### src/hw/pmu_regs.vh
// Register map, field positions, event codes and reset values of the performance counter unit
// Contract
// Four independent channels, each with its own event selection, counting concurrently.
// Sources include disabled, elapsed time, execution states, branches, instructions, DSP instructions.
// Sources include exception/interrupt, interrupt only, exception-block and privileged-mode instructions.
// Sources include instruction/data conflict, other conflict, data-TLB and instruction-TLB miss cycles.
// Stall cycle sources and instruction/data cache-miss occurrence counts are selectable.
// Access cycle sources: other, non-cacheable, cacheable; each total, instruction, data. Other has a total code only.
// Access count sources with the same classification and variants. Other again has a total code only.
// Accesses uncached only by translation attribute still count as cacheable-area accesses.
// With cache on, non-cacheable may undercount; cacheable and local RAM may overcount.
// Branch selection adds two per taken branch.
// Counters run on the processor clock and stop while it halts. Range mode ignores run_i and goes on counting.
// Each channel holds a readable 32-bit counter.
// Counter wrap is detected and kept readable as overflow.
// Initialize request clears results; host issues it before a fresh measurement.
// Under non-realtime trace, stall and execution-cycle counts are not guaranteed.
// Normal mode counts from program start until any break condition.
// Range mode counts between matches of the two break channels, either order.
// Break channel matches used as range points do not halt the processor.
// Host must not enable range mode with no channel source selected.
// Sticky overflow set on wrap, cleared only by initialize; counting wraps modulo 2^32.
`ifndef PMU_REGS_VH
`define PMU_REGS_VH
// Byte offsets on the register bus
`define PMU_CTRL_OFS 8'h00
`define PMU_SEL_OFS 8'h04
`define PMU_STAT_OFS 8'h08
`define PMU_CNT0_OFS 8'h10
// Control fields
`define PMU_CTRL_INIT_BIT 0
`define PMU_CTRL_MODE_LSB 1
`define PMU_CTRL_MODE_MSB 2
`define PMU_CTRL_RST 32'h0000_0000
`define PMU_SEL_RST 32'h0000_0000
// Measurement modes
`define PMU_MODE_NORMAL 2'h0
`define PMU_MODE_R12 2'h1
`define PMU_MODE_R21 2'h2
// Event source codes, 6 bits each
`define PMU_EV_W 6
`define PMU_EV_OFF 6'h00
`define PMU_EV_TIME 6'h01
`define PMU_EV_BRANCH 6'h03
`define PMU_EV_NUM 38
`define PMU_BRANCH_STEP 32'h0000_0002
`endif

### src/hw/pmu_top.v
// Four-channel performance counter unit with a classic Wishbone register slave
//
// Design decisions made here: the register offsets and register access over Wishbone.
`timescale 1ns/10ps
`include "pmu_regs.vh"
// Register map on the byte-addressed bus:
//   control at the first offset: initialize pulse in bit 0, measurement mode in bits 2:1
//   selection next: one six-bit source code per channel, one byte per channel
//   status: sticky overflow per channel, then armed and active flags
//   counters: one 32-bit word per channel, read only
// Bus timing:
//   a request is taken while ack is low and answered one cycle later
//   a write lands on the edge at which the master sees ack, read data stands with ack
//   ack lasts one cycle, so a held request is never taken twice
// Limits:
//   a window measures once per initialize; arming again needs a fresh initialize
//   counts under non-realtime tracing are only as good as the core's event timing
module pmu_top #(
  parameter NCH = 4,
  parameter NEV = `PMU_EV_NUM
) (
  input wire clk_i,
  input wire rst_i,
  input wire [7:0] wb_adr_i,
  input wire [31:0] wb_dat_i,
  input wire [3:0] wb_sel_i,
  input wire wb_we_i,
  input wire wb_cyc_i,
  input wire wb_stb_i,
  output reg [31:0] wb_dat_o,
  output reg wb_ack_o,
  input wire [NEV-1:0] event_i,
  input wire run_i,
  input wire brk1_i,
  input wire brk2_i,
  input wire brk_any_i,
  output reg halt_req_o,
  output reg counting_o
);

  // Control, selection, counters and window state
  reg [31:0] ctrl_r;
  reg [31:0] sel_r;
  reg [31:0] cnt_r [0:NCH-1];
  reg [NCH-1:0] ovf_r;
  reg armed_r;
  reg active_r;
  reg init_r;
  // Combinational helpers
  reg [NCH-1:0] inc_w;
  reg [31:0] step_w [0:NCH-1];
  reg [31:0] rd_nxt;
  integer i;

  wire [1:0] mode_w = ctrl_r[`PMU_CTRL_MODE_MSB:`PMU_CTRL_MODE_LSB];
  wire range_w = (mode_w == `PMU_MODE_R12) || (mode_w == `PMU_MODE_R21);
  wire req_w = wb_cyc_i & wb_stb_i & ~wb_ack_o;
  // Write lands on the edge at which ack stands, as the master sees it
  wire wr_w = wb_cyc_i & wb_stb_i & wb_we_i & wb_ack_o;
  wire wr_ctrl_w = wr_w && (wb_adr_i == `PMU_CTRL_OFS);
  wire wr_sel_w = wr_w && (wb_adr_i == `PMU_SEL_OFS);
  wire [31:0] stat_w = {26'h000_0000, active_r, armed_r, ovf_r};
  wire start_hit_w = (mode_w == `PMU_MODE_R12) ? brk1_i : brk2_i;
  wire stop_hit_w = (mode_w == `PMU_MODE_R12) ? brk2_i : brk1_i;

  // Highest event line index the input really has
  localparam [5:0] NEV_TOP = NEV - 1;

  // Basic sources; off, time and branch come from the shared header
  localparam [5:0] EV_STATES = 6'h02;
  localparam [5:0] EV_INSN = 6'h04;
  localparam [5:0] EV_DSP = 6'h05;
  // Conflicts, exceptions, translation misses and qualified instructions
  localparam [5:0] EV_ID_CONFLICT = 6'h06;
  localparam [5:0] EV_OTHER_CONFLICT = 6'h07;
  localparam [5:0] EV_EXC_IRQ = 6'h08;
  localparam [5:0] EV_DTLB_MISS = 6'h09;
  localparam [5:0] EV_ITLB_MISS = 6'h0a;
  localparam [5:0] EV_IRQ = 6'h0b;
  localparam [5:0] EV_EXC_BLOCK_INSN = 6'h0c;
  localparam [5:0] EV_PRIV_INSN = 6'h0d;
  // Cache misses and stall cycles
  localparam [5:0] EV_ICACHE_MISS_CNT = 6'h0e;
  localparam [5:0] EV_DCACHE_MISS_CNT = 6'h0f;
  localparam [5:0] EV_FETCH_STALL = 6'h10;
  localparam [5:0] EV_DATA_STALL = 6'h11;
  localparam [5:0] EV_ICACHE_MISS_STALL = 6'h12;
  localparam [5:0] EV_DCACHE_MISS_STALL = 6'h13;
  localparam [5:0] EV_NC_STALL = 6'h14;
  localparam [5:0] EV_XY_RAM_STALL = 6'h15;
  localparam [5:0] EV_USER_LOCAL_RAM_STALL = 6'h16;
  localparam [5:0] EV_ID_ACCESS_STALL = 6'h17;
  // Access cycles by area, total then instruction then data
  localparam [5:0] EV_OTHER_ACC_CYC = 6'h18;
  localparam [5:0] EV_NC_CYC = 6'h19;
  localparam [5:0] EV_NC_I_CYC = 6'h1a;
  localparam [5:0] EV_NC_D_CYC = 6'h1b;
  localparam [5:0] EV_C_CYC = 6'h1c;
  localparam [5:0] EV_C_I_CYC = 6'h1d;
  localparam [5:0] EV_C_D_CYC = 6'h1e;
  // Access counts by area, same split
  localparam [5:0] EV_OTHER_ACC_CNT = 6'h1f;
  localparam [5:0] EV_NC_CNT = 6'h20;
  localparam [5:0] EV_NC_I_CNT = 6'h21;
  localparam [5:0] EV_NC_D_CNT = 6'h22;
  localparam [5:0] EV_C_CNT = 6'h23;
  localparam [5:0] EV_C_I_CNT = 6'h24;
  localparam [5:0] EV_C_D_CNT = 6'h25;

  // Known source codes; an unknown code counts nothing rather than a stray line
  function ev_known;
    input [5:0] code;
    begin
      case (code)
        `PMU_EV_TIME,
        EV_STATES,
        `PMU_EV_BRANCH,
        EV_INSN,
        EV_DSP,
        EV_ID_CONFLICT,
        EV_OTHER_CONFLICT,
        EV_EXC_IRQ,
        EV_DTLB_MISS,
        EV_ITLB_MISS,
        EV_IRQ,
        EV_EXC_BLOCK_INSN,
        EV_PRIV_INSN,
        EV_ICACHE_MISS_CNT,
        EV_DCACHE_MISS_CNT,
        EV_FETCH_STALL,
        EV_DATA_STALL,
        EV_ICACHE_MISS_STALL,
        EV_DCACHE_MISS_STALL,
        EV_NC_STALL,
        EV_XY_RAM_STALL,
        EV_USER_LOCAL_RAM_STALL,
        EV_ID_ACCESS_STALL,
        EV_OTHER_ACC_CYC,
        EV_NC_CYC,
        EV_NC_I_CYC,
        EV_NC_D_CYC,
        EV_C_CYC,
        EV_C_I_CYC,
        EV_C_D_CYC,
        EV_OTHER_ACC_CNT,
        EV_NC_CNT,
        EV_NC_I_CNT,
        EV_NC_D_CNT,
        EV_C_CNT,
        EV_C_I_CNT,
        EV_C_D_CNT: begin
          ev_known = 1'b1;
        end
        default: begin
          ev_known = 1'b0;
        end
      endcase
    end
  endfunction

  // Step per event; a taken branch is two valid cycles
  function [31:0] ev_step;
    input [5:0] code;
    begin
      ev_step = 32'h0000_0001;
      if (code == `PMU_EV_BRANCH) begin
        ev_step = `PMU_BRANCH_STEP;
      end
    end
  endfunction

  // Counter slot decode; channel n sits four bytes per step above the first counter
  function cnt_hit;
    input [7:0] adr;
    input integer idx;
    reg [7:0] slot;
    begin
      slot = `PMU_CNT0_OFS + {idx[5:0], 2'b00};
      cnt_hit = (adr == slot);
    end
  endfunction

  // Pick one event line by code; code 0 is the disabled setting
  function ev_pick;
    input [NEV-1:0] ev;
    input [5:0] code;
    begin
      ev_pick = 1'b0;
      if (ev_known(code) && code <= NEV_TOP) begin
        ev_pick = ev[code];
      end
    end
  endfunction

  // Byte-lane merge for writes
  function [31:0] lane_wr;
    input [31:0] old;
    input [31:0] nw;
    input [3:0] sel;
    integer b;
    begin
      lane_wr = old;
      for (b = 0; b < 4; b = b + 1) begin
        if (sel[b]) begin
          lane_wr[b*8 +: 8] = nw[b*8 +: 8];
        end
      end
    end
  endfunction

  // Per-channel increment decision and step size
  always @* begin
    for (i = 0; i < NCH; i = i + 1) begin
      inc_w[i] = active_r & ev_pick(event_i, sel_r[i*8 +: 6]);
      step_w[i] = ev_step(sel_r[i*8 +: 6]);
    end
  end

  // Read mux; unmapped addresses read zero
  always @* begin
    rd_nxt = 32'h0000_0000;
    case (wb_adr_i)
      `PMU_CTRL_OFS: rd_nxt = ctrl_r;
      `PMU_SEL_OFS: rd_nxt = sel_r;
      `PMU_STAT_OFS: rd_nxt = stat_w;
      default: begin
        for (i = 0; i < NCH; i = i + 1) begin
          if (cnt_hit(wb_adr_i, i)) begin
            rd_nxt = cnt_r[i];
          end
        end
      end
    endcase
  end

  // Bus slave: one wait cycle, ack drops in the cycle after it was given
  always @(posedge clk_i) begin
    if (rst_i) begin
      wb_ack_o <= 1'b0;
      wb_dat_o <= 32'h0000_0000;
      ctrl_r <= `PMU_CTRL_RST;
      sel_r <= `PMU_SEL_RST;
      init_r <= 1'b0;
    end else begin
      wb_ack_o <= req_w;
      wb_dat_o <= rd_nxt;
      init_r <= 1'b0;
      if (wr_ctrl_w) begin
        ctrl_r <= lane_wr(ctrl_r, wb_dat_i, wb_sel_i) & 32'h0000_0006;
        init_r <= wb_sel_i[0] & wb_dat_i[`PMU_CTRL_INIT_BIT];
      end
      if (wr_sel_w) begin
        sel_r <= lane_wr(sel_r, wb_dat_i, wb_sel_i) & 32'h3f3f_3f3f;
      end
    end
  end

  // Measurement window: normal runs with the program, range arms on start point
  always @(posedge clk_i) begin
    if (rst_i || init_r) begin
      armed_r <= 1'b0;
      active_r <= 1'b0;
    end else if (range_w) begin
      if (!armed_r && start_hit_w) begin
        armed_r <= 1'b1;
        active_r <= 1'b1;
      end else if (armed_r && active_r && stop_hit_w) begin
        active_r <= 1'b0;
      end
    end else begin
      if (run_i && !armed_r) begin
        armed_r <= 1'b1;
        active_r <= 1'b1;
      end else if (active_r && (brk_any_i || !run_i)) begin
        active_r <= 1'b0;
      end
    end
  end

  // Counters on the core clock; wrap is modulo 2^32 and marks sticky overflow
  // A wrap in the very cycle of an initialize still marks overflow: set wins over clear
  always @(posedge clk_i) begin
    for (i = 0; i < NCH; i = i + 1) begin
      if (rst_i) begin
        cnt_r[i] <= 32'h0000_0000;
        ovf_r[i] <= 1'b0;
      end else begin
        if (init_r) begin
          cnt_r[i] <= 32'h0000_0000;
        end else if (inc_w[i]) begin
          cnt_r[i] <= cnt_r[i] + step_w[i];
        end
        if (inc_w[i] && cnt_r[i] > (32'hffff_ffff - step_w[i])) begin
          ovf_r[i] <= 1'b1;
        end else if (init_r) begin
          ovf_r[i] <= 1'b0;
        end
      end
    end
  end

  // Halt request: range points never halt the core, a real break does in normal mode
  always @(posedge clk_i) begin
    if (rst_i) begin
      halt_req_o <= 1'b0;
      counting_o <= 1'b0;
    end else begin
      halt_req_o <= ~range_w & brk_any_i;
      counting_o <= active_r;
    end
  end

endmodule

### config.mk
export PLATFORM = sky130hd
export DESIGN_NAME = pmu_top
export DESIGN_NICKNAME = d
export VERILOG_FILES = /design/src/hw/pmu_top.v
export VERILOG_INCLUDE_DIRS = /design/src /design/src/hw
export SDC_FILE = /design/constraint.sdc
export NUM_CORES = 1
export LEC_CHECK = 0
export ABC_CLOCK_PERIOD_IN_PS = 6500
export BUFFER_PORTS_ARGS = -buffer_cell sky130_fd_sc_hd__buf_4
export CORE_MARGIN = 2
export CORE_UTILIZATION = 55
export DETAILED_ROUTE_END_ITERATION = 10
export PLACE_DENSITY_LB_ADDON = 0.08
export SLEW_MARGIN = 20
export SYNTH_ARGS = -nofsm -noshare
export SYNTH_HDL_FRONTEND = slang
export SYNTH_SLANG_ARGS = --single-unit
### constraint.sdc
create_clock -name clk_i -period 6.5 [get_ports clk_i]
set_clock_uncertainty 0.2 [all_clocks]
set_input_delay 0.325 -clock clk_i [delete_from_list [all_inputs] [get_ports clk_i]]
set_output_delay 0.325 -clock clk_i [all_outputs]
set_load 0.02 [all_outputs]
After elaboration in Yosys (flattened, before gate mapping)
Memories as Yosys holds them, arrays and structs flattened. A register that Yosys moved wholly into a read port is not among the register bits.
Index checks and enable logic that the tools add are counted.
{"block": "word_totals", "regBits": 68, "ramBits": 128, "rom_bits": 256, "inputBits": 91, "word_cells": 184, "n_memories": 5}
{"block": "op_classes", "add_sub_neg": 8, "order_cmp": 12, "eq_ne": 14, "n_mux": 73, "bitwise_logic": 21, "reduce_logical": 35}
{"memory": "cnt_r", "depth": 4, "word_bits": 32, "rd": 4, "rd_clocked_by_memory_dff": 0, "write_ports": 4, "line_no": "pmu_top.v:44", "text": "reg [31:0] cnt_r [0:NCH-1];"}
{"memory": "(name not given)", "depth": 64, "word_bits": 1, "rd": 1, "rd_clocked_by_memory_dff": 1, "write_ports": 0, "line_no": "pmu_top.v:114", "text": "case (code)"}
{"memory": "(name not given)", "depth": 64, "word_bits": 1, "rd": 1, "rd_clocked_by_memory_dff": 1, "write_ports": 0, "line_no": "pmu_top.v:114"}
{"memory": "(name not given)", "depth": 64, "word_bits": 1, "rd": 1, "rd_clocked_by_memory_dff": 1, "write_ports": 0, "line_no": "pmu_top.v:114"}
{"memory": "(name not given)", "depth": 64, "word_bits": 1, "rd": 1, "rd_clocked_by_memory_dff": 1, "write_ports": 0, "line_no": "pmu_top.v:114"}
{"cell": "$mux W32", "count": 12}
{"cell": "$gt A32 B32 Y1", "count": 4}
{"cell": "$add A32 B32 Y32", "count": 3}
{"cell": "$pmux W32 S3", "count": 1}
{"cell": "$sub A32 B32 Y32 const A", "count": 3}
{"cell": "$mux W6", "count": 8}
{"cell": "$mux W1", "count": 44}
{"cell": "$add A32 B2 Y32", "count": 1}
{"cell": "$eq A8 B5 Y1 const B", "count": 4}
{"cell": "$lt A6 B7 Y1 const B", "count": 4}
{"cell": "$bmux W1 S6", "count": 4}
{"cell": "$eq A6 B2 Y1 const B", "count": 4}
{"cell": "$le A6 B6 Y1 const B", "count": 4}
{"cell": "$logic_and A1 B1 Y1", "count": 15}
{"cell": "$reduce_and A2 Y1", "count": 7}
{"cell": "$and A1 B1 Y1", "count": 10}
{"cell": "$reduce_bool A2 Y1", "count": 5}
{"cell": "$eq A8 B3 Y1 const B", "count": 1}
{"cell": "$eq A8 B4 Y1 const B", "count": 1}
{"cell": "$logic_not A8 Y1", "count": 1}
{"cell": "$mux W2", "count": 4}
{"cell": "$or A1 B1 Y1", "count": 8}
{"cell": "$sub A1 B3 Y4 const A", "count": 1}
{"cell": "$logic_or A1 B1 Y1", "count": 3}
{"cell": "other kinds (8)", "count": 11}

Logic depth before layout (Yosys ltp)
Gate-level depths: netlist of the first run.
{"block": "logic_depth", "word_depth": 9, "mapped_depth": 12, "mapped_depth_nobuf": 11}

Least setup slack after synthesis of the first run
Ideal clock, no wire load.
{"block": "synth_path", "path_kind": "register -> register", "from": "register sel_r[24]", "to": "memory cnt_r[3][0] (enable)", "setup_ns": 0.466, "t_arrival_ns": 3.601, "setup_slack_ns": 2.233, "stages_incl_launch_ff": 7, "path_buffers": 1, "period_less_slack_ns": 4.267, "cell_sequence": "dfxtp_1 -> buf_4 -> mux4_2 -> mux2i_1 -> nor4b_1 -> nor2_1 -> o21ai_0"}
{"item": "start: declaration", "line_no": "pmu_top.v:43", "text": "reg [31:0] sel_r;"}
{"item": "start signal: assignment", "line_no": "pmu_top.v:242", "text": "sel_r <= `PMU_SEL_RST;"}
{"item": "start signal: assignment", "line_no": "pmu_top.v:253", "text": "sel_r <= lane_wr(sel_r, wb_dat_i, wb_sel_i) & 32'h3f3f_3f3f;"}
{"item": "end: declaration", "line_no": "pmu_top.v:44"}

==> results of run 1 <==
[power groups by stage]
stage          registers (mW)  logic (mW)  clock network [mW]
6_report                 1.42       0.191                1.04
5_1_grt                  1.42       0.204                1.10
4_1_cts                  1.42       0.189                1.05
2_1_floorplan            1.43      0.0874                   0
3_3_place_gp             1.45       0.172                   0
3_5_place_dp             1.45       0.174                   0
[worst max-delay path: cells and delay by family, from the launching register on]
| kind | cells | cell delay [ns] |
|---|---|---|
| adders and majority gates | 1 | 0.26 |
| and+or+nand+nor | 6 | 1.79 |
| DFF | 1 | 0.80 |
| buffers and inverters | 2 | 0.24 |
| xor gates and xnor gates | 1 | 0.16 |
[repair_timing]
item,in CTS,in global routing
hold buffers,27,0
endpoints found under the hold margin,29,0
endpoints found under the setup margin,0,0
[flip-flops by register name, indices dropped and copies added, names as in the netlist, named ones only]
register / flops
ctrl_r: 2
wb_dat_o: 32
sel_r: 24
wb_ack_o: 1
active_r: 1
ovf_r: 4
counting_o: 1
armed_r: 1
cnt_r: 128
halt_req_o: 1
init_r: 1
[worst max-delay path by stage]
stage                     startpoint           end  slack, ns
after floorplan            sel_r[24]   cnt_r[3][0]       2.23
after global placement     sel_r[17]  cnt_r[2][20]       2.92
after detailed placement   sel_r[17]  cnt_r[2][20]       2.86
after CTS                  sel_r[17]  cnt_r[2][20]       2.85
after global routing       sel_r[17]  cnt_r[2][22]       2.60
final                      sel_r[17]  cnt_r[2][22]       2.78
[cells by family (layout without fill, tap and decap cells)]
family / after synthesis / in the layout / synth area share [%]
adder cells (fa/ha/maj): 17 / 17 / 1.99
flip-flops: 200 / 200 / 43.3
multiplexers: 93 / 93 / 9.76
buffers and inverters: 98 / 222 / 3.76
AND/OR/NAND/NOR: 514 / 514 / 21.5
XOR/XNOR: 121 / 121 / 8.69
AO/OA/AOI/OAI: 185 / 185 / 10.9
[cell type report]
type	instances	area, µm²	area share (%)
Multi-Input combinational cell	930	6480	46.1
Sequential cell	200	5290	37.6
Tap cell	280	350	2.49
Clock buffer	18	429	3.05
Clock inverter	14	136	0.971
Timing Repair Buffer	158	1250	8.92
Inverter	32	120	0.855
[Yosys cell counts, types with 3 or more instances]
cell / n
nor2_1: 174
edfxtp_1: 128
nand2_1: 99
xor2_1: 86
dfxtp_1: 72
mux2i_1: 63
nand3_1: 51
nand4_1: 42
o21ai_0: 35
xnor2_1: 35
a22oi_1: 34
a21oi_1: 33
inv_1: 32
nor3_1: 30
buf_2: 29
clkbuf_1: 25
a22o_1: 20
a222oi_1: 19
and3_1: 19
and4_1: 18
nor2b_1: 16
ha_1: 13
mux4_2: 13
mux2_2: 11
nor2_2: 10
a2111oi_0: 8
and2_1: 8
o211ai_1: 8
buf_4: 6
nand3b_1: 6
nor4_1: 6
mux4_1: 5
a21o_1: 4
buf_6: 4
fa_1: 4
nand4b_1: 4
nor3b_1: 4
o31ai_1: 4
a31oi_1: 3
nand3_2: 3
nor4_2: 3
nor4_4: 3
o21ai_1: 3
or3_1: 3
or4_1: 3
[placed cells by master, fill, tap and decap left out, drive strengths merged, types with 30 or more instances in the layout]
master  synthesis  routed
dfxtp          72      72
nor2          184     184
edfxtp        128     128
nand2          99      99
xnor2          35      35
nor3           30      30
a21oi          33      33
nand4          43      43
nand3          54      54
o21ai          38      38
a22oi          34      34
xor2           86      86
buf            40     131
mux2i          63      63
inv            32      40
[through the flow]
step	utilization [%]	setup slack, ns	area, µm²
4_1_cts	64.4	2.85	14000
3_5_place_dp	60.5	2.86	13200
5_1_grt	64.4	2.60	14100
6_report	64.4	2.78	14100
2_1_floorplan	-	2.23	12200
3_3_place_gp	60.5	2.92	13200
[per-layer routing]
| metal | routed length, µm | track usage (%) | share of wire [%] | vias to the layer above |
|---|---|---|---|---|
| met5 | 0 | 0 | 0 | - |
| met4 | 896 | 9.22 | 2.6 | 0 |
| met3 | 2500 | 4.59 | 7.3 | 55 |
| met2 | 16000 | 46.3 | 47 | 406 |
| met1 | 14900 | 41.0 | 43 | 4940 |
| li1 | - | - | - | 4765 |
==> results.json, run 1 <==
{
  "routedWlPerCell_um": 21.0,
  "worstSetupEndpointType": "register",
  "gp_congestion": 0.906,
  "cellLeakagePower_nw": 5.02,
  "diodes": 0,
  "fin_crit_ns": 3.72,
  "coreArea_um2": 21800,
  "holdPathStages": 3,
  "synth_top_area_cell": "edfxtp_1",
  "antenna_found_initial": 0,
  "finalSetupViolCount": 0,
  "cts-root-buf": "clkbuf_16",
  "syn_inst": 1228,
  "whs_ns": 0.0834,
  "fp-row-count": 54,
  "netlist_area_um2": 12200,
  "timing.setup.tns_ns": 0,
  "synth.avg_cell_area_um2": 9.93,
  "max_stage_delay_ns": 0.86,
  "cts_sinks": 200,
  "total_power_mw": 2.65,
  "reg2reg_from": "sel_r[17]",
  "drtIter0Drc": 1020,
  "dr.pass1.iters": 8,
  "synth-seq-cells": 200,
  "syn-num-nets": 1336,
  "fin_crit_sh_pct": 57.2,
  "die_h_um": 153,
  "n_fill_cell": 1810,
  "syn_to_final_growth_pct": 15.2,
  "fmax_ghz": 0.269,
  "hold_end": "init_r",
  "die_x_um": 153,
  "path_class": "register to register",
  "tightest_slew_ns": 1.00,
  "insertion_delay_ns": 0.44,
  "instances_no_fill": 1632,
  "critPathRequiredTime_ns": 6.49,
  "synth_edf_count": 128,
  "ant_nets": 0,
  "hold_class": "input pin to register",
  "p_int_mw": 1.98,
  "post_cts_buffers": 0,
  "arrival_ns": 3.71,
  "outcome": "finished clean",
  "max_cap_violations": 0,
  "cts_resized": 0,
  "synth_area_leaders": "edfxtp_1, dfxtp_1, xor2_1, nor2_1, mux2i_1",
  "fp.dieArea_um2": 23400,
  "p_sw_share_pct": 25.4,
  "crit-reg2reg-capture": "cnt_r[2][22]",
  "rr_worst_depth": 10,
  "cts_tree": "yes",
  "drive_gt1_share_pct": 16.1,
  "yosysUniqueCellTypes": 66,
  "rrSetupSlack_ns": 2.78,
  "grt_setup_unrepaired": "false",
  "pwr-share-seq_pct": 53.5,
  "power.density_nw_per_um2": 189,
  "numCtsBuffers": 17,
  "finalMaxSlewViolations": 0,
  "grt_pass1_vias": 9587,
  "path_clk_slew_ns": 0.08,
  "slowest_stage": "nor4_2",
  "grt_start_max_net_pins": 50,
  "comb_power_share_pct": 7.2,
  "ys_seq_area_share_pct": 43.3,
  "ir_drop_v": 0.000171,
  "slew_headroom_pct": 33.1,
  "synth-warning-count": 0,
  "nNetsFinal": 1447,
  "dp_cells": 1573,
  "p_clk_share_pct": 39.3,
  "min-delay-start": "wb_sel_i[0]",
  "port-buffer-count": 117,
  "ys.flop_type": "edfxtp_1",
  "hpwl_um": 24700,
  "wl_um": 34200,
  "routed_via_density": 6.23,
  "grt_pass1_wl_um": 53100,
  "boundaryPins": 126,
  "power.switching_mw": 0.673,
  "initial_core_util_pct": 55.9,
  "synth_top_area_share_pct": 31.5,
  "synthArstFlopShare_pct": 0,
  "num_vias": 10166,
  "path_cells": "nor2b_1 > nand3_1 > inv_1 > fa_1 > inv_1 > nor4_2 > and3_1 > nand3_1 > xor2_1 > nor2_1",
  "hold_viol_final": 0,
  "route.detailed.drc": 0,
  "htree_num_levels": 4,
  "start_kind": "register",
  "grt_usage_pct": 29.0,
  "overflow": 0,
  "path_max_fanout": 17,
  "clockBufferDepth": 2
}
(Power assumes the default switching activity.)
==> run 2, diff against run 1 <==
--- a/config.mk
+++ b/config.mk
@@ -6,7 +6,7 @@
 export SDC_FILE = /design/constraint.sdc
 export NUM_CORES = 1
 export LEC_CHECK = 0
-export ABC_CLOCK_PERIOD_IN_PS = 6500
+export ABC_CLOCK_PERIOD_IN_PS = 3450
 export BUFFER_PORTS_ARGS = -buffer_cell sky130_fd_sc_hd__buf_4
 export CORE_MARGIN = 2
 export CORE_UTILIZATION = 55
==> constraint.sdc (replaced) <==
create_clock -name clk_i -period 3.45 [get_ports clk_i]
set_clock_uncertainty 0.2 [all_clocks]
set_input_delay 0.1725 -clock clk_i [delete_from_list [all_inputs] [get_ports clk_i]]
set_output_delay 0.1725 -clock clk_i [all_outputs]
set_load 0.02 [all_outputs]
==> run 2 against run 1 <==
  * The run now ends with hold timing left
  * Via count is 2.0% higher
  * Final area is 3.2% higher
  * Sequential power grew 89%
  * Register-to-register slack got worse by 2.5 ns
  * Setup slack worse by 2.5 ns
  * Routed wire length grew 2.7%
  * Total power rose by 95%
  * Non-clock buffer count up 49
  * Maximum frequency is 17% higher
  * Critical endpoint is now cnt_r[1][26]
  * Highest routed layer unchanged
==> results.json, run 2 (same netlist as run 1, synthesis figures left out) <==
{
  "outcome": "finished, violations left",
  "violations": "hold timing",
  "initial_core_util_pct": 55.9,
  "routedWlPerCell_um": 20.9,
  "insertion_delay_ns": 0.45,
  "finalInstanceArea_um2": 14500,
  "fp-row-count": 54,
  "grt_start_max_net_pins": 50,
  "path_max_fanout": 10,
  "reg_top3": "cnt_r: 128 flops, wb_dat_o: 32 flops, sel_r: 24 flops",
  "hpwl_um": 25800,
  "grt_usage_pct": 29.8,
  "ir_drop_v": 0.000338,
  "fmax_ghz": 0.315,
  "gp_congestion": 0.932,
  "fin_ws_ns": 0.277,
  "grt_pass1_vias": 9968,
  "n_fill_cell": 1787,
  "coreArea_um2": 21800,
  "arrival_ns": 3.17,
  "drtIter0Drc": 1368,
  "overflow": 0,
  "finalMaxSlewViolations": 0,
  "post-route-util_pct": 66.5,
  "multi_input_area_um2": 6470,
  "routed_via_density": 6.17,
  "timing.setup.tns_ns": 0,
  "hold_class": "input pin to register",
  "antenna_found_initial": 1,
  "slew_headroom_pct": 42.2,
  "clockBufferDepth": 2,
  "boundaryPins": 126,
  "tightest_slew_ns": 0.859,
  "max_cap_violations": 0,
  "place_area_um2": 13400,
  "met2_usage_pct": 46.7,
  "final_cell_mix": "nor2_1, buf_4, edfxtp_1, nand2_1, xor2_1",
  "die_x_um": 153,
  "die_h_um": 153,
  "path_clk_slew_ns": 0.08,
  "total_power_mw": 5.16,
  "hold_viol_final": 2,
  "whs_ns": -0.00924,
  "nNetsFinal": 1496,
  "grt_pass1_wl_um": 54300,
  "cellLeakagePower_nw": 5.31,
  "wl_um": 35200,
  "ant_nets": 0,
  "regMostFlops": "cnt_r",
  "worstSetupEndpointType": "register",
  "cts_sinks": 200,
  "cts-root-buf": "clkbuf_16",
  "cts_tree": "yes",
  "grt_setup_unrepaired": "false",
  "path_class": "register to register",
  "drive_gt1_share_pct": 17.8,
  "route.detailed.drc": 0,
  "start_kind": "register",
  "final_common_cell": "nor2_1",
  "syn_to_final_growth_pct": 19.0,
  "gr-usage-met3_pct": 5.98,
  "dp_slack_ns": 0.379,
  "seq_area_um2": 5290,
  "fin_crit_sh_pct": 92.0,
  "htree_num_levels": 4,
  "fp.dieArea_um2": 23400,
  "num_vias": 10366,
  "power.density_nw_per_um2": 356,
  "dr.pass1.iters": 8,
  "post_cts_buffers": 0,
  "gr-max-usage-layer": "met2",
  "critPathRequiredTime_ns": 3.45,
  "port-buffer-count": 117,
  "finalSetupViolCount": 0,
  "fin_crit_ns": 3.17,
  "largest_reg_flops": 128,
  "diodes": 0,
  "grtUsageMet1_pct": 41.9,
  "cts_resized": 0,
  "numCtsBuffers": 17
}
[run 2: final cells by class]
cell class / instances / share of cell area [%]
clock buffer: 17 / 2.93
clock inverter: 15 / 1.26
inverter: 32 / 0.828
multi-input combinational: 930 / 44.6
sequential: 200 / 36.4
tap: 280 / 2.42
timing repair buffer: 207 / 11.5
[run 2: final timing paths]
kind | start | to | slack (ns) | depth (start not counted)
min reg2reg | init_r | active_r | 0.26 | 1
min | rst_i | sel_r[10] | -0.009 | 2
max reg2reg | sel_r[9] | cnt_r[1][26] | 0.28 | 9
max | sel_r[9] | cnt_r[1][26] | 0.28 | 9
[run 2: stage by stage]
stage                     instances  hold WS [ns]
final                          1681      -0.00924
after global routing           1681        0.0125
after CTS                      1681       0.00113
after detailed placement       1604         0.214
after global placement         1604         0.207
after floorplan                1228        0.0863
[run 2: timing repair]
item / 4_1_cts / 5_1_grt
setup endpoints to repair: 0 / 0
hold endpoints to repair: 34 / 0
hold buffers: 45 / 0
[run 2: power by group]
group          switching [mW]  leakage (nW)  internal (mW)
Sequential             0.0818          1.90           2.59
Combinational           0.190          3.10          0.176
Clock                    1.01         0.311           1.11
[run 2: routing by layer]
metal / vias up / part of all wire, %
met5: - / 0
met4: 0 / 3.0
met3: 60 / 9.1
met2: 473 / 45
met1: 4969 / 43
li1: 4864 / -
[run 2: critical path, stage by stage, from the launching register on]
cell and delay [ns]:
dfxtp_1 0.64, nor3b_1 0.29, nand2_1 0.14, inv_1 0.15
fa_1 0.28, nand2_1 0.16, nor4_2 0.54, nand3_1 0.17
xor2_1 0.16, and4b_1 0.21
==> run 3, diff against run 2 <==
--- a/config.mk
+++ b/config.mk
@@ -6,10 +6,11 @@
 export SDC_FILE = /design/constraint.sdc
 export NUM_CORES = 1
 export LEC_CHECK = 0
-export ABC_CLOCK_PERIOD_IN_PS = 3450
+export ABC_CLOCK_PERIOD_IN_PS = 2600
 export BUFFER_PORTS_ARGS = -buffer_cell sky130_fd_sc_hd__buf_4
 export CORE_MARGIN = 2
-export CORE_UTILIZATION = 55
+export CORE_UTILIZATION = 54
+export CTS_CLUSTER_DIAMETER = 150
 export DETAILED_ROUTE_END_ITERATION = 10
 export PLACE_DENSITY_LB_ADDON = 0.08
 export SLEW_MARGIN = 20
==> constraint.sdc (replaced) <==
create_clock -name clk_i -period 2.6 [get_ports clk_i]
set_clock_uncertainty 0.2 [all_clocks]
set_input_delay 0.13 -clock clk_i [delete_from_list [all_inputs] [get_ports clk_i]]
set_output_delay 0.13 -clock clk_i [all_outputs]
set_load 0.02 [all_outputs]
==> run 3 against run 2 <==
  * Worst hold slack better by 0.0016 ns
  * The run still ends with hold timing left
  * Largest power group unchanged
  * Setup slack worse by 0.22 ns
  * Core utilization up 4.6 points
  * Critical path type unchanged
  * Sequential cell count unchanged
  * Register-to-register slack worse by 0.22 ns
  * Largest cell class unchanged
==> results.json, run 3 (same netlist as run 1, synthesis figures left out) <==
{
  "outcome": "finished, violations left",
  "violations": "hold timing",
  "final_cell_mix": "buf_4, nor2_1, edfxtp_1, nand2_1, xor2_1",
  "instances_no_fill": 1770,
  "crit_top_cell": "buf_4",
  "cts-root-buf": "clkbuf_16",
  "seq_area_um2": 5300,
  "nNetsFinal": 1585,
  "path_cells": "nor2b_4 > nand4b_1 > buf_4 > fa_2 > nor4_4 > buf_4 > nand3_2 > xor2_1 > nor3_1",
  "grt_pass1_vias": 10472,
  "insertion_delay_ns": 0.45,
  "p_sw_share_pct": 25.2,
  "fin_crit_sh_pct": 98.0,
  "gp_congestion": 0.976,
  "grt_start_max_net_pins": 37,
  "numCtsBuffers": 17,
  "port-buffer-count": 117,
  "htree_num_levels": 4,
  "cellLeakagePower_nw": 5.92,
  "regMostFlops": "cnt_r",
  "multi_input_area_um2": 6780,
  "fp.dieArea_um2": 23800,
  "dr.pass1.iters": 6,
  "num_vias": 10925,
  "gr-usage-met3_pct": 5.44,
  "diodes": 0,
  "finalMaxSlewViolations": 0,
  "drtIter0Drc": 1135,
  "met2_usage_pct": 52.3,
  "power.density_nw_per_um2": 429,
  "start_kind": "register",
  "fin_crit_ns": 2.55,
  "critPathRequiredTime_ns": 2.68,
  "drive_gt1_share_pct": 26.1,
  "crit_buf_inv": 2,
  "cpLargestDelayFamily": "simple AND/OR/NAND/NOR gates",
  "worstSetupEndpointType": "register",
  "total_power_mw": 6.71,
  "whs_ns": -0.00767,
  "fmax_ghz": 0.393,
  "grt_setup_unrepaired": "true",
  "slew_headroom_pct": 58.4,
  "n_fill_cell": 1682,
  "hold_class": "input pin to register",
  "routed_via_density": 6.17,
  "routedWlPerCell_um": 21.7,
  "grtUsageMet1_pct": 44.2,
  "max_stage_delay_ns": 0.42,
  "hold_viol_final": 1,
  "initial_core_util_pct": 55.4,
  "syn_to_final_growth_pct": 28.4,
  "cts_sinks": 200,
  "cts_tree": "yes",
  "path_class": "register to register",
  "reg_top3": "cnt_r: 128 flops, wb_dat_o: 32 flops, sel_r: 24 flops",
  "p_clk_share_pct": 38.7,
  "die_h_um": 154,
  "largest_reg_flops": 128,
  "route.detailed.drc": 0,
  "dp_cells": 1675,
  "die_x_um": 154,
  "gr-max-usage-layer": "met2",
  "boundaryPins": 126,
  "finalSetupViolCount": 0,
  "slowest_stage": "fa_2",
  "comb_power_share_pct": 8.5,
  "grt_pass1_wl_um": 58700,
  "fp-row-count": 54,
  "ant_nets": 0,
  "arrival_ns": 2.63,
  "ir_drop_v": 0.000445,
  "hpwl_um": 27900,
  "max_cap_violations": 0,
  "tightest_slew_ns": 0.624,
  "power.switching_mw": 1.69,
  "path_clk_slew_ns": 0.08,
  "pwr-share-seq_pct": 52.8,
  "overflow": 0,
  "antenna_found_initial": 0,
  "p_int_mw": 5.02,
  "grt_usage_pct": 32.0,
  "clockBufferDepth": 2,
  "wl_um": 38300,
  "path_max_fanout": 3,
  "final_common_cell": "buf_4",
  "coreArea_um2": 22000
}
-- run 3: changes by cell type in the layout (fill, tap and decap cells not counted), moves of 5 or more --
cell,change
buf_4,+67
buf_12,+14
dfxtp_1,-10
dfxtp_2,+9
nand2_1,-7
dlygate4sd3_1,+6
ha_1,-6
nor3_1,-6
nand2_2,+5
-- run 3: path summary, 6_finish.rpt --
kind,slack (ns),from,end,cells after the start
worst min-delay path,-0.008,brk2_i,active_r,5
worst min register to register,0.25,wb_ack_o,wb_ack_o,1
worst max register to register,0.05,sel_r[1],cnt_r[0][30],9
worst max-delay path,0.05,sel_r[1],cnt_r[0][30],9
-- run 3: per-stage QoR --
stage	setup WS [ns]	instance area, µm²	hold slack (ns)	setup TNS (ns)	util, %
final	0.0529	15700	-0.00767	0	71.1
after global routing	-0.103	15700	0.0394	-3.86	71.1
after CTS	-0.00563	15400	0.00400	-0.00563	69.9
after detailed placement	-0.158	14300	0.161	-3.65	64.8
after global placement	-0.0504	14300	0.159	-0.274	64.8
after floorplan	-0.0123	12300	0.0438	-0.232	-
-- run 3: power groups by stage --
stage | clock network (mW) | logic [mW] | registers [mW]
CTS | 2.60 | 0.555 | 3.54
detailed placement | 0 | 0.513 | 3.61
finish | 2.60 | 0.573 | 3.54
floorplan | 0 | 0.225 | 3.58
global placement | 0 | 0.507 | 3.61
global route | 2.72 | 0.605 | 3.55
-- run 3: tightest hold or removal path, stage by stage --
cell and delay (ns):
buf_4 0.08, mux2_2 0.13, o21ai_0 0.06, a21oi_1 0.14, nor3_1 0.05
-- run 3: repair_timing --
item / CTS / global route
buffers inserted: 3 / 10
resized for setup: 17 / 41
endpoints found under the setup margin: 67 / 207
hold buffers: 51 / 0
pin swaps: 6 / 36
hold endpoints to repair: 37 / 0
-- run 3: metal layers --
metal / vias up / wire length [µm]
met4: 0 / 896
met3: 72 / 3020
met5: - / 0
met2: 494 / 18300
met1: 5312 / 16200
li1: 5047 / -
-- run 3: cell type report --
type	count	share of cell area [%]
multi-input combinational	930	43.3
sequential	200	33.9
tap	280	2.24
inverter	32	0.799
clock inverter	14	0.855
clock buffer	18	2.74
timing repair buffer	296	16.2
